### src/rtl/dcser_pkg.sv
// Package of constants and types for the disk controller status and fault-cause registers.
package dcser_pkg;

    // Register byte offsets on the Wishbone bus.
    localparam logic [3:0] DCSER_OFS_COND  = 4'h0;
    localparam logic [3:0] DCSER_OFS_CAUSE = 4'h4;
    localparam logic [3:0] DCSER_OFS_ISTAT = 4'h8;
    localparam logic [3:0] DCSER_OFS_IEN   = 4'hC;
    localparam logic [3:0] DCSER_OFS_ICLR  = 4'hC;

    // Condition register bit positions.
    localparam int DCSER_BIT_READY = 6;
    localparam int DCSER_BIT_WFLT  = 5;
    localparam int DCSER_BIT_SEEK  = 4;
    localparam int DCSER_BIT_XFER  = 3;
    localparam int DCSER_BIT_CORRECTED_FLAG  = 2;
    localparam int DCSER_BIT_FAIL  = 0;

    // Fault-cause register bit positions.
    localparam int DCSER_BIT_MARK  = 7;
    localparam int DCSER_BIT_UNREC = 6;
    localparam int DCSER_BIT_IDMIS = 4;
    localparam int DCSER_BIT_REJ   = 2;
    localparam int DCSER_BIT_HOME  = 1;

    // Mask of fault-cause bits that exist; the rest read zero.
    localparam logic [7:0] DCSER_CAUSE_MASK = 8'hD6;

    // Reset values.
    localparam logic [7:0] DCSER_RST_BYTE = 8'h00;
    localparam logic [2:0] DCSER_RST_IRQ  = 3'h0;

    // Interrupt event bit positions.
    localparam int DCSER_IRQ_DONE  = 0;
    localparam int DCSER_IRQ_FAIL  = 1;
    localparam int DCSER_IRQ_XFER  = 2;

    // Live drive conditions sampled every cycle.
    typedef struct packed {
        logic ready;
        logic wfault;
        logic seek_ok;
        logic xfer_req;
    } dcser_live_t;

    // Outcome of a finished command, valid with cmd_done.
    typedef struct packed {
        logic corrected;
        logic failed;
        logic bad_mark;
        logic unrec;
        logic id_missing;
        logic rejected;
        logic home_missing;
    } dcser_result_t;

endpackage

### src/rtl/dcser_wb_slave.sv
// Wishbone classic slave decode with a single registered acknowledge.
`timescale 1ns/10ps
module dcser_wb_slave
    import dcser_pkg::*;
(
    input  wire logic       mclk,     // System clock.
    input  wire logic       rstn,     // Synchronous reset, active low.
    input  wire logic       wb_cyc,   // Bus cycle.
    input  wire logic       wb_stb,   // Strobe.
    output logic            wb_ack,   // Acknowledge, one cycle.
    output logic            acc_go    // Access is taken this cycle.
);

    // A request is taken on the first cycle it is seen, acked the next.
    assign acc_go = wb_cyc & wb_stb & ~wb_ack;

    // Acknowledge register, dropped in the cycle after it was given.
    always_ff @(posedge mclk) begin
        if (!rstn) begin
            wb_ack <= 1'b0;
        end else begin
            wb_ack <= acc_go;
        end
    end

endmodule

### src/rtl/dcser_irq.sv
// Sticky interrupt status with enable and write-one-to-clear.
`timescale 1ns/10ps
module dcser_irq
    import dcser_pkg::*;
#(
    parameter int N = 3   // Number of event sources.
)
(
    input  wire logic         mclk,     // System clock.
    input  wire logic         rstn,     // Synchronous reset, active low.
    input  wire logic [N-1:0] events,   // One-cycle event pulses.
    input  wire logic [N-1:0] clr,      // Clear strobes, one cycle.
    input  wire logic         en_we,    // Enable register write.
    input  wire logic [N-1:0] en_wd,    // Enable write data.
    output logic      [N-1:0] status,   // Sticky status.
    output logic      [N-1:0] enable,   // Enable register.
    output logic              irq       // Level interrupt.
);

    // Set wins over clear in the same cycle.
    always_ff @(posedge mclk) begin
        if (!rstn) begin
            status <= '0;
            enable <= '0;
        end else begin
            status <= (status & ~clr) | events;
            if (en_we) begin
                enable <= en_wd;
            end
        end
    end

    // Interrupt is high while any enabled bit is set.
    assign irq = |(status & enable);

endmodule

### src/rtl/dcser_regs.sv
// Status and fault-cause register bank of the disk controller.
// Overview of operation
// - Condition bit 6 reads 1 when drive can accept commands, else 0.
// - Condition bit 5 reads 1 while a drive write fault exists.
// - Condition bit 4 reads 1 when heads are settled over a track.
// - Condition bit 3 reads 1 when the drive is ready to move data.
// - Condition bit 2 reads 1 when a correctable error was corrected.
// - Condition bit 0 reads 1 when the previous command ended in error.
// - Fault-cause bit 7 set when a bad block mark is detected.
// - Fault-cause bit 6 set on an uncorrectable data error.
// - Fault-cause bit 4 set when the sector ID field is missing.
// - Fault-cause bit 2 set on illegal command or drive status error.
// - Fault-cause bit 1 set when recalibrate fails to find track 0.
//
// Design decisions made here: the register offsets and the Wishbone register port.
`timescale 1ns/10ps
module dcser_regs
    import dcser_pkg::*;
(
    input  wire logic          mclk,      // System clock, 200 MHz.
    input  wire logic          rstn,      // Synchronous reset, active low.
    input  wire logic          wb_cyc,    // Wishbone cycle.
    input  wire logic          wb_stb,    // Wishbone strobe.
    input  wire logic          wb_we,     // Wishbone write enable.
    input  wire logic [3:0]    wb_adr,    // Wishbone byte address.
    input  wire logic [3:0]    wb_sel,    // Wishbone byte selects.
    input  wire logic [31:0]   wb_dat_i,  // Wishbone write data.
    output logic      [31:0]   wb_dat_o,  // Wishbone read data.
    output logic               wb_ack,    // Wishbone acknowledge.
    input  wire dcser_live_t   live,      // Live drive conditions.
    input  wire logic          cmd_done,  // Command finished, one cycle.
    input  wire dcser_result_t result,    // Outcome of that command.
    output logic               irq        // Level interrupt.
);

    logic               acc_go;
    logic [7:0]         cond;
    logic [7:0]         cause;
    logic               corrected_flag_flag;
    logic               fail_flag;
    logic [2:0]         istat;
    logic [2:0]         ien;
    logic [2:0]         ievents;
    logic [7:0]         next_cause;
    logic [7:0]         rd_byte;
    wire                wr_go;
    wire                low_lane;

    // Bus handshake handled by the slave helper.
    dcser_wb_slave u_wb (
        .mclk   (mclk),
        .rstn   (rstn),
        .wb_cyc (wb_cyc),
        .wb_stb (wb_stb),
        .wb_ack (wb_ack),
        .acc_go (acc_go)
    );

    assign wr_go    = acc_go & wb_we;
    assign low_lane = wb_sel[0];

    // cause assembly
    // Fault-cause bits come straight from the command outcome.
    assign next_cause[DCSER_BIT_MARK]  = result.bad_mark;
    assign next_cause[DCSER_BIT_UNREC] = result.unrec;
    assign next_cause[DCSER_BIT_IDMIS] = result.id_missing;
    assign next_cause[DCSER_BIT_REJ]   = result.rejected;
    assign next_cause[DCSER_BIT_HOME]  = result.home_missing;
    assign next_cause[5] = 1'b0;
    assign next_cause[3] = 1'b0;
    assign next_cause[0] = 1'b0;

    // joint update
    // Outcome flags and the cause byte are captured on the same edge.
    always_ff @(posedge mclk) begin
        if (!rstn) begin
            cause     <= DCSER_RST_BYTE;
            corrected_flag_flag <= 1'b0;
            fail_flag <= 1'b0;
        end else if (cmd_done) begin
            cause     <= next_cause & DCSER_CAUSE_MASK;
            corrected_flag_flag <= result.corrected;
            fail_flag <= result.failed;
        end
    end

    // cond assembly
    // Condition byte: live bits plus the latched command outcome.
    assign cond[7]               = 1'b0;
    assign cond[DCSER_BIT_READY] = live.ready;
    assign cond[DCSER_BIT_WFLT]  = live.wfault;
    assign cond[DCSER_BIT_SEEK]  = live.seek_ok;
    assign cond[DCSER_BIT_XFER]  = live.xfer_req;
    assign cond[DCSER_BIT_CORRECTED_FLAG]  = corrected_flag_flag;
    assign cond[1]               = 1'b0;
    assign cond[DCSER_BIT_FAIL]  = fail_flag;

    // Events: command done, command failed, transfer request rising.
    logic xfer_q;
    always_ff @(posedge mclk) begin
        if (!rstn) begin
            xfer_q <= 1'b0;
        end else begin
            xfer_q <= live.xfer_req;
        end
    end
    assign ievents[DCSER_IRQ_DONE] = cmd_done;
    assign ievents[DCSER_IRQ_FAIL] = cmd_done & result.failed;
    assign ievents[DCSER_IRQ_XFER] = live.xfer_req & ~xfer_q;

    // Interrupt status, enable and clear.
    dcser_irq #(.N(3)) u_irq (
        .mclk   (mclk),
        .rstn   (rstn),
        .events (ievents),
        .clr    ((wr_go && low_lane && wb_adr == DCSER_OFS_ICLR && wb_dat_i[31])
                 ? wb_dat_i[2:0] : 3'h0),
        .en_we  (wr_go && low_lane && wb_adr == DCSER_OFS_IEN && !wb_dat_i[31]),
        .en_wd  (wb_dat_i[2:0]),
        .status (istat),
        .enable (ien),
        .irq    (irq)
    );

    // Read selection; unmapped offsets read zero.
    assign rd_byte = (wb_adr == DCSER_OFS_COND)  ? cond  :
                     (wb_adr == DCSER_OFS_CAUSE) ? cause :
                     (wb_adr == DCSER_OFS_ISTAT) ? {5'h00, istat} :
                     (wb_adr == DCSER_OFS_IEN)   ? {5'h00, ien} : 8'h00;

    // Read data register, loaded when a read is taken.
    always_ff @(posedge mclk) begin
        if (!rstn) begin
            wb_dat_o <= 32'h0000_0000;
        end else if (acc_go && !wb_we) begin
            wb_dat_o <= {24'h000000, rd_byte};
        end
    end
endmodule

### config.mk
export PLATFORM = sky130hd
export DESIGN_NAME = dcser_regs
export DESIGN_NICKNAME = d
export VERILOG_FILES = /design/src/rtl/dcser_pkg.sv /design/src/rtl/dcser_wb_slave.sv /design/src/rtl/dcser_irq.sv /design/src/rtl/dcser_regs.sv
export SDC_FILE = /design/constraint.sdc
export NUM_CORES = 1
export LEC_CHECK = 0
export BUFFER_PORTS_ARGS = -buffer_cell sky130_fd_sc_hd__buf_2
export CAP_MARGIN = 20
export CORE_MARGIN = 5
export CORE_UTILIZATION = 44
export CTS_BUF_LIST = sky130_fd_sc_hd__clkbuf_4
export DETAILED_ROUTE_END_ITERATION = 7
export GPL_ROUTABILITY_DRIVEN = 0
export HOLD_SLACK_MARGIN = 0.15
export PLACE_DENSITY = 0.87
export SLEW_MARGIN = 5
export SYNTH_ARGS = -nofsm -noshare
export SYNTH_HDL_FRONTEND = slang
export SYNTH_HIERARCHICAL = 1
export SYNTH_SLANG_ARGS = --single-unit
### constraint.sdc
create_clock -name mclk -period 3.8 [get_ports mclk]
set_input_delay 0.38 -clock mclk [delete_from_list [all_inputs] [get_ports mclk]]
set_output_delay 0.38 -clock mclk [all_outputs]
set_load 0.05 [all_outputs]
==> results of run 1 <==
[cell usage after synthesis (3+ instances only)]
library cell,instances,area (um^2)
buf_4,25,187.7
nor2_1,11,41.29
a21oi_1,4,20.02
nand3_1,6,30.03
nor2b_1,8,50.05
nand2_1,4,15.01
mux2i_1,9,90.09
and2_1,5,31.28
dfxtp_1,23,460.4
o21a_1,3,22.52
o21ai_0,3,15.01
inv_1,3,11.26
[kinds of logic after synthesis]
logic type	synth area share [%]
DFF	38.25
and+or+nand+nor	22.04
other	0.3116
muxes	8.420
AOI/OAI and AO/OA	12.47
buffers and inverters	18.50
[power by group through the flow]
stage	Combinational, mW	Clock, mW	Sequential, mW
5_1_grt	0.115	0.130	0.257
3_5_place_dp	0.108	0	0.261
6_report	0.108	0.116	0.255
3_3_place_gp	0.106	0	0.260
2_1_floorplan	0.100	0	0.266
4_1_cts	0.108	0.121	0.255
[cell type report]
| type | count | area share (%) |
|---|---|---|
| repair buffers | 35 | 13.25 |
| multi-input cells | 99 | 45.88 |
| flip-flops and latches | 23 | 34.82 |
| inverters | 3 | 0.8515 |
| well taps | 31 | 2.933 |
| clock buffers | 4 | 2.271 |
[stage by stage]
step                      setup WS [ns]  hold slack (ns)  power [mW]  util [%]  area, um^2
after floorplan                   2.121           0.4472      0.3660         -        1290
after global placement            2.220           0.4385      0.3668     48.11        1292
after detailed placement          2.201           0.4405      0.3685     48.11        1292
after CTS                         2.123           0.2944      0.4846     49.23        1323
after global routing              2.073           0.2886      0.5022     49.23        1323
final                             2.141           0.3016      0.4795     49.23        1323
[routing by layer]
metal,wire length [um],up-vias,track usage [%]
met5,0,-,0
met4,0,0,4.509
li1,-,476,-
met3,192,0,4.505
met1,1004,432,13.53
met2,1236,31,20.47
[flip-flops by register name, summed over array words and instances, names as in the netlist]
| name | flops |
|---|---|
| cause | 5 |
| corrected_flag_flag | 1 |
| fail_flag | 1 |
| u_irq/enable | 3 |
| u_irq/status | 3 |
| u_wb/wb_ack | 1 |
| wb_dat_o | 8 |
| xfer_q | 1 |
[path summary, 6_finish.rpt]
check	startpoint	endpoint	slack, ns	depth (start not counted)
max	u_irq/status[1]	irq	2.14	3
min	live[0]	xfer_q	0.30	2
max reg2reg	u_wb/wb_ack	u_irq/status[1]	2.30	6
min reg2reg	wb_dat_o[7]	wb_dat_o[7]	0.46	2
[placed cells by master (no fill, tap or decap)]
cell / n
buf_2: 35
conb_1: 24
dfxtp_1: 23
nor2_1: 11
mux2i_1: 9
nor2b_1: 8
nand3_1: 6
and2_1: 5
nand2_1: 4
a21oi_1: 4
clkbuf_4: 4
inv_1: 3
o21ai_0: 3
o21a_1: 3
and4_1: 2
and4b_1: 2
a221oi_1: 2
a21o_1: 2
a22oi_1: 2
nor4_2: 1
nor4b_1: 1
nand2b_1: 1
or4b_4: 1
o221ai_2: 1
and3b_1: 1
o22ai_1: 1
o221ai_1: 1
o21ai_1: 1
mux2_2: 1
a222oi_1: 1
and3b_2: 1
==> results.tsv, run 1 <==
metric	value	unit
status	finished clean	
worst-path cell chain	a222oi_1 > inv_1 > buf_2	
# diodes	0	
Via density	4.815	
Post-Route WL	2433	um
Post-synth EDFFs	0	
H-tree Lvls	1	
register area	460.4	um^2
Hold Path Class	input port to flop	
Post-Layout Cell Count	195	
CTS Buf Count	3	
Die X	62.30	um
Peak VDD IR	0.2863	mV
placed cells	191	
Iteration-0 DRC Markers	14	
root buffer cell	clkbuf_4	
global-route wire length before repair	3898	um
Max Fclk	602.8	MHz
fillers	293	
Post-CTS Setup Bufs	0	
Rows	19	
Final Slew Violations	0	
worst-skew pair later-pin latency	0.30	ns
clock tree from TritonCTS	yes	
slew margin rel.	65.90	%
hold buffers post-CTS	0	
pin count of the biggest net entering global routing	15	
layout cell share with drive strength beyond 1	26.83	%
RSZ-0062 raised after global routing	no	
synthesized area per cell	9.188	um^2
vias in the first global route	924	
Clk pwr share	24.2	%
CP max stage delay	0.36	ns
setup TNS after final layout	0	ns
Antenna Violating Nets Remaining	0	
Switching Fraction	32.52	%
GR Util All Layers	12.02	%
Max clock buf depth	2	
Post-synth ARST share	0	%
Static Leakage	0.6443	nW
Synth Instances	131	
number of port buffers	35	
Crit path buffers/inverters	2	
number of antenna violations at the first check in global routing	0	
Synth cell types	33	
Final period util	43.66	%
Required @ worst endpoint	3.42	ns
# resized after CTS	0	
power per standard cell area	362.5	mW/mm^2
Setup CP Type	flop to primary output	
Sequential Power Share	53.2	%
maximum capacitance violations	0	
layout net count	222	
Num Clock Sinks	23	
Synth Register Bits	23	
clock skew	0.001813	ns
Yosys warning total	6	
Slowest cell on crit path	a222oi_1	
endpoints failing hold	0	
routed len/inst	12.48	um
cell family with the largest share of critical-path delay	compound AO/OA/AOI/OAI gates	
Starting Density	44.81	%
DRC	0	
Clock Pin Slew Worst Setup and Hold Paths	0.12	ns
Main synth FF type	dfxtp_1	
multi-input logic area	606.8	um^2
register area share after synthesis	38.25	%
CP endpoint kind	primary output	
Post-Syn Area	0.001204	mm^2
Layout area overhead	9.875	%
Detail Placement HPWL	2007	um
floorplan core area	0.002686	mm^2
Pint	0.3235	mW
Die Y	62.30	um
drt pass-1 iters	4	
Top Ports	91	
critical path arrival	1.28	ns
actual slew at the worst max-slew pin	0.5043	ns
clock period minus worst slack	1.659	ns
endpoints failing setup	0	
Startpoint Class	flop	
vias	939	
global route overflow	0	
Psw	0.1559	mW
Worst Path Max Fanout	3	
Comb pwr share	22.5	%
full die area	0.003881	mm^2
Note: power is estimated with default switching activity, not from simulation.
==> run 2: changes to the inputs <==
--- a/config.mk
+++ b/config.mk
@@ -8,12 +8,12 @@
 export BUFFER_PORTS_ARGS = -buffer_cell sky130_fd_sc_hd__buf_2
 export CAP_MARGIN = 20
 export CORE_MARGIN = 5
-export CORE_UTILIZATION = 44
+export CORE_UTILIZATION = 37
 export CTS_BUF_LIST = sky130_fd_sc_hd__clkbuf_4
 export DETAILED_ROUTE_END_ITERATION = 7
 export GPL_ROUTABILITY_DRIVEN = 0
 export HOLD_SLACK_MARGIN = 0.15
-export PLACE_DENSITY = 0.87
+export PLACE_DENSITY = 0.78
 export SLEW_MARGIN = 5
 export SYNTH_ARGS = -nofsm -noshare
 export SYNTH_HDL_FRONTEND = slang
==> constraint.sdc (replaced) <==
create_clock -name mclk -period 1.45 [get_ports mclk]
set_input_delay 0.145 -clock mclk [delete_from_list [all_inputs] [get_ports mclk]]
set_output_delay 0.145 -clock mclk [all_outputs]
set_load 0.05 [all_outputs]
==> run 2 against run 1 <==
  * The flow now finishes with violations (setup timing)
  * Worst setup slack worse by 2.2 ns
  * Flip-flop and latch count unchanged
  * Utilization up 1.1 points
  * Cell count up 16%
  * Clock power rose to 2.7 times the previous value
  * Die area up 16%
  * Wire length up 13%
  * Clock skew up 0.0017 ns
  * Largest power group unchanged
==> results.tsv, run 2 (synthesized netlist as in run 1, its figures left out) <==
metric	value	unit
# diodes	0	
worst-skew pair later-pin latency	0.31	ns
most frequent cells in the layout	34 x buf_2, 24 x conb_1, 21 x dfxtp_1	
Via density	4.412	
maximum capacitance violations	0	
actual slew at the worst max-slew pin	0.5868	ns
Iteration-0 DRC Markers	19	
global-route wire length before repair	4153	um
Final period util	102.8	%
CTS Buf Count	3	
pre-CTS setup slack	-0.05724	ns
reg2reg setup slack	-0.04	ns
setup TNS after final layout	-0.1544	ns
Largest regs	wb_dat_o (8), cause (5)	
Worst Path Max Fanout	3	
Top Ports	91	
vias	997	
floorplan core area	0.003078	mm^2
slew margin rel.	60.55	%
failing checks	setup timing	
number of antenna violations at the first check in global routing	0	
most common cell after layout, fill and taps aside	buf_2	
status	finished, violations left	
Die X	67.04	um
Worst Setup Slack, final	-0.04060	ns
power per standard cell area	846.5	mW/mm^2
Hold Path Depth	2	
Starting Density	39.11	%
root buffer cell	clkbuf_4	
total power	1.310	mW
Hold Path Class	input port to flop	
Finished Core Util	50.28	%
DRC	0	
pin count of the biggest net entering global routing	15	
Layout area overhead	28.59	%
vias in the first global route	943	
number of port buffers	35	
max reg flops	8	
Most flops, register	wb_dat_o	
layout cell share with drive strength beyond 1	31.87	%
routed len/inst	12.12	um
clock skew	0.003477	ns
endpoints failing hold	0	
Post-Route WL	2740	um
cell depth of the worst flop-to-flop path	5	
GR Util All Layers	12.21	%
Post-CTS Setup Bufs	0	
Detail Placement HPWL	2167	um
endpoints failing setup	6	
Clock Pin Slew Worst Setup and Hold Paths	0.13	ns
Required @ worst endpoint	1.67	ns
Num Clock Sinks	23	
Final Slew Violations	0	
critical path arrival	1.71	ns
Max clock buf depth	2	
Max Fclk	670.9	MHz
Rows	20	
RSZ-0062 raised after global routing	yes	
global route overflow	0	
H-tree Lvls	1	
layout net count	240	
clock tree from TritonCTS	yes	
Die Y	67.04	um
Peak VDD IR	0.3441	mV
Antenna Violating Nets Remaining	0	
full die area	0.004494	mm^2
Setup CP Type	flop to flop	
fillers	320	
Static Leakage	0.7368	nW
Hold Slack	0.1638	ns
Startpoint Class	flop	
CP endpoint kind	flop	
drt pass-1 iters	4	
clock period minus worst slack	1.491	ns
## run 2: cell types whose count changed in the layout (fill, tap and decap cells not counted), sizes merged
cell	change
buf	+3
dlygate4sd3	+15
## run 2: power by group
part | switching, mW | internal (mW) | leakage (nW)
Clock | 0.191 | 0.126 | 0.0184
Sequential | 0.0146 | 0.655 | 0.189
Combinational | 0.226 | 0.0979 | 0.529
## run 2: routing by layer
metal	routed length, um	GRT usage [%]	vias to the layer above
met5	0	0	-
met3	214	2.698	4
met4	45	6.076	0
met2	1287	19.51	36
li1	-	-	508
met1	1192	15.26	449
## run 2: layout make-up
class	count	area [um^2]	share of cell area, %
Timing Repair Buffer	53	354.1	22.88
Tap cell	44	55.05	3.557
Sequential cell	23	465.4	30.07
Clock buffer	4	30.03	1.940
Inverter	3	11.26	0.7276
Multi-Input combinational cell	99	631.9	40.82
## run 2: repair_timing
action	CTS	global route
pin swaps	4	3
endpoints found under the setup margin	7	12
cloned	0	0
hold buffers	15	0
gates resized for setup	6	5
endpoints found under the hold margin	15	0
## run 2: stage by stage
stage	instance area (um^2)	instances
6_report	1548	226
5_1_grt	1548	226
4_1_cts	1531	226
3_5_place_dp	1336	207
3_3_place_gp	1336	207
2_1_floorplan	1295	154
## run 2: final timing paths
kind          startpoint               to
min                 rstn  u_irq/status[0]
max          u_wb/wb_ack  u_irq/enable[2]
max reg2reg  u_wb/wb_ack  u_irq/enable[2]
min reg2reg  wb_dat_o[7]      wb_dat_o[7]
## run 2: critical path: stages, from the launching register on
cell     delay (ns)
dfxtp_4        0.36
and3b_2        0.25
and4_4         0.23
and4b_2        0.28
mux2i_1        0.21
nor2b_1        0.07
==> run 3: changes to the inputs <==
--- a/config.mk
+++ b/config.mk
@@ -13,6 +13,7 @@
 export DETAILED_ROUTE_END_ITERATION = 7
 export GPL_ROUTABILITY_DRIVEN = 0
 export HOLD_SLACK_MARGIN = 0.15
+export MAX_ROUTING_LAYER = met4
 export PLACE_DENSITY = 0.78
 export SLEW_MARGIN = 5
 export SYNTH_ARGS = -nofsm -noshare
==> run 3 against run 2 <==
  * The flow still finishes with violations (setup timing)
  * Clock skew barely moved
  * Critical path type unchanged
  * Design area did not move
  * Global-route usage rose by 0.32 points
  * Register-to-register slack barely moved
  * Sequential share of layout area did not move
  * Combinational power barely moved
  * Largest power group unchanged
  * Worst hold slack improved by 0.0017 ns
  * Cell count did not move
  * Maximum frequency barely moved
==> results.tsv, run 3 (synthesized netlist as in run 1, its figures left out) <==
metric	value	unit
clock skew	0.003405	ns
number of antenna violations at the first check in global routing	0	
Worst Path Max Fanout	3	
Max Fclk	670.9	MHz
Startpoint Class	flop	
Setup CP Type	flop to flop	
vias in the first global route	950	
HP Start	rstn	
Hold Path Class	input port to flop	
fillers	320	
Finished Cell Area	0.001548	mm^2
Static Leakage	0.7368	nW
clock period minus worst slack	1.490	ns
Iteration-0 DRC Markers	20	
Layout area overhead	28.59	%
FF-to-FF Start	u_wb/wb_ack	
full die area	0.004494	mm^2
endpoints failing hold	0	
placed cells	207	
endpoints failing setup	6	
power per standard cell area	846.7	mW/mm^2
layout cell share with drive strength beyond 1	31.87	%
layout net count	240	
failing checks	setup timing	
routed len/inst	12.10	um
GR Util All Layers	12.53	%
vias	996	
Largest regs	wb_dat_o (8), cause (5)	
Starting Density	39.11	%
Final period util	102.8	%
CTS Buf Count	3	
clock tree from TritonCTS	yes	
root buffer cell	clkbuf_4	
Detail Placement HPWL	2167	um
Top Ports	91	
Worst Setup Slack, final	-0.04048	ns
global-route wire length before repair	4140	um
total power	1.310	mW
CP endpoint kind	flop	
number of port buffers	35	
H-tree Lvls	1	
Die X	67.04	um
DRC	0	
Antenna Violating Nets Remaining	0	
Peak VDD IR	0.3444	mV
critical path arrival	1.71	ns
floorplan core area	0.003078	mm^2
worst-skew pair later-pin latency	0.31	ns
maximum capacitance violations	0	
worst setup path startpoint	u_wb/wb_ack	
most frequent cells in the layout	34 x buf_2, 24 x conb_1, 21 x dfxtp_1	
Post-Layout Cell Count	226	
pin count of the biggest net entering global routing	15	
status	finished, violations left	
drt pass-1 iters	4	
Clock Pin Slew Worst Setup and Hold Paths	0.13	ns
Via density	4.407	
actual slew at the worst max-slew pin	0.5870	ns
Most flops, register	wb_dat_o	
setup TNS after final layout	-0.1593	ns
Rows	20	
# diodes	0	
Num Clock Sinks	23	
most common cell after layout, fill and taps aside	buf_2	
Cell Area, Placed	0.001336	mm^2
Die Y	67.04	um
Required @ worst endpoint	1.67	ns
Max clock buf depth	2	
RSZ-0062 raised after global routing	yes	
global route overflow	0	
slew margin rel.	60.54	%
Final Slew Violations	0	
max reg flops	8	
Post-Route WL	2734	um
-- run 3: cell counts in the layout (fill, tap and decap cells not counted) --
No cell type changed its count.
-- run 3: cell type report --
type                       instances  area (um^2)  share of cell area, %
tap                               44        55.05                  3.557
inverter                           3        11.26                 0.7276
timing repair buffer              53        354.1                  22.88
multi-input combinational         99        631.9                  40.82
sequential                        23        465.4                  30.07
clock buffer                       4        30.03                  1.940
-- run 3: worst max-delay path, stage by stage, from the launching register on --
cell and delay, ns:
dfxtp_4 0.36, and3b_2 0.25, and4_4 0.23, and4b_2 0.28
mux2i_1 0.21, nor2b_1 0.07
-- run 3: metrics by stage --
| step | utilization [%] | hold WS (ns) | worst slack (ns) |
|---|---|---|---|
| after CTS | 49.76 | 0.1506 | -0.04829 |
| after floorplan | - | 0.2625 | 0.0001453 |
| after global routing | 50.28 | 0.1516 | -0.08912 |
| final | 50.28 | 0.1655 | -0.04048 |
| after global placement | 43.41 | 0.3780 | -0.02781 |
| after detailed placement | 43.41 | 0.3817 | -0.05724 |
-- run 3: what timing repair did --
action,4_1_cts,5_1_grt
endpoints found under the setup margin,7,12
endpoints found under the hold margin,15,0
gates resized for setup,6,5
buffers inserted,0,0
pin swaps,4,3
hold buffers,15,0
-- run 3: per-layer routing --
layer / part of all wire (%) / global-route usage, %
met1: 45 / 15.56
met3: 6.5 / 2.024
met5: 0 / -
met4: 1.7 / 6.076
met2: 47 / 19.63
-- run 3: where the power goes --
group	switching (mW)	internal (mW)	leakage (nW)
Combinational	0.226	0.0979	0.529
Clock	0.191	0.126	0.0184
Sequential	0.0147	0.655	0.189
-- run 3: path summary, 6_finish.rpt --
| check | end | slack [ns] | cells after the start |
|---|---|---|---|
| worst max-delay path | u_irq/enable[2] | -0.04 | 5 |
| worst min register to register | wb_dat_o[7] | 0.46 | 2 |
| worst min-delay path | u_irq/status[0] | 0.17 | 2 |
| worst max register to register | u_irq/enable[2] | -0.04 | 5 |
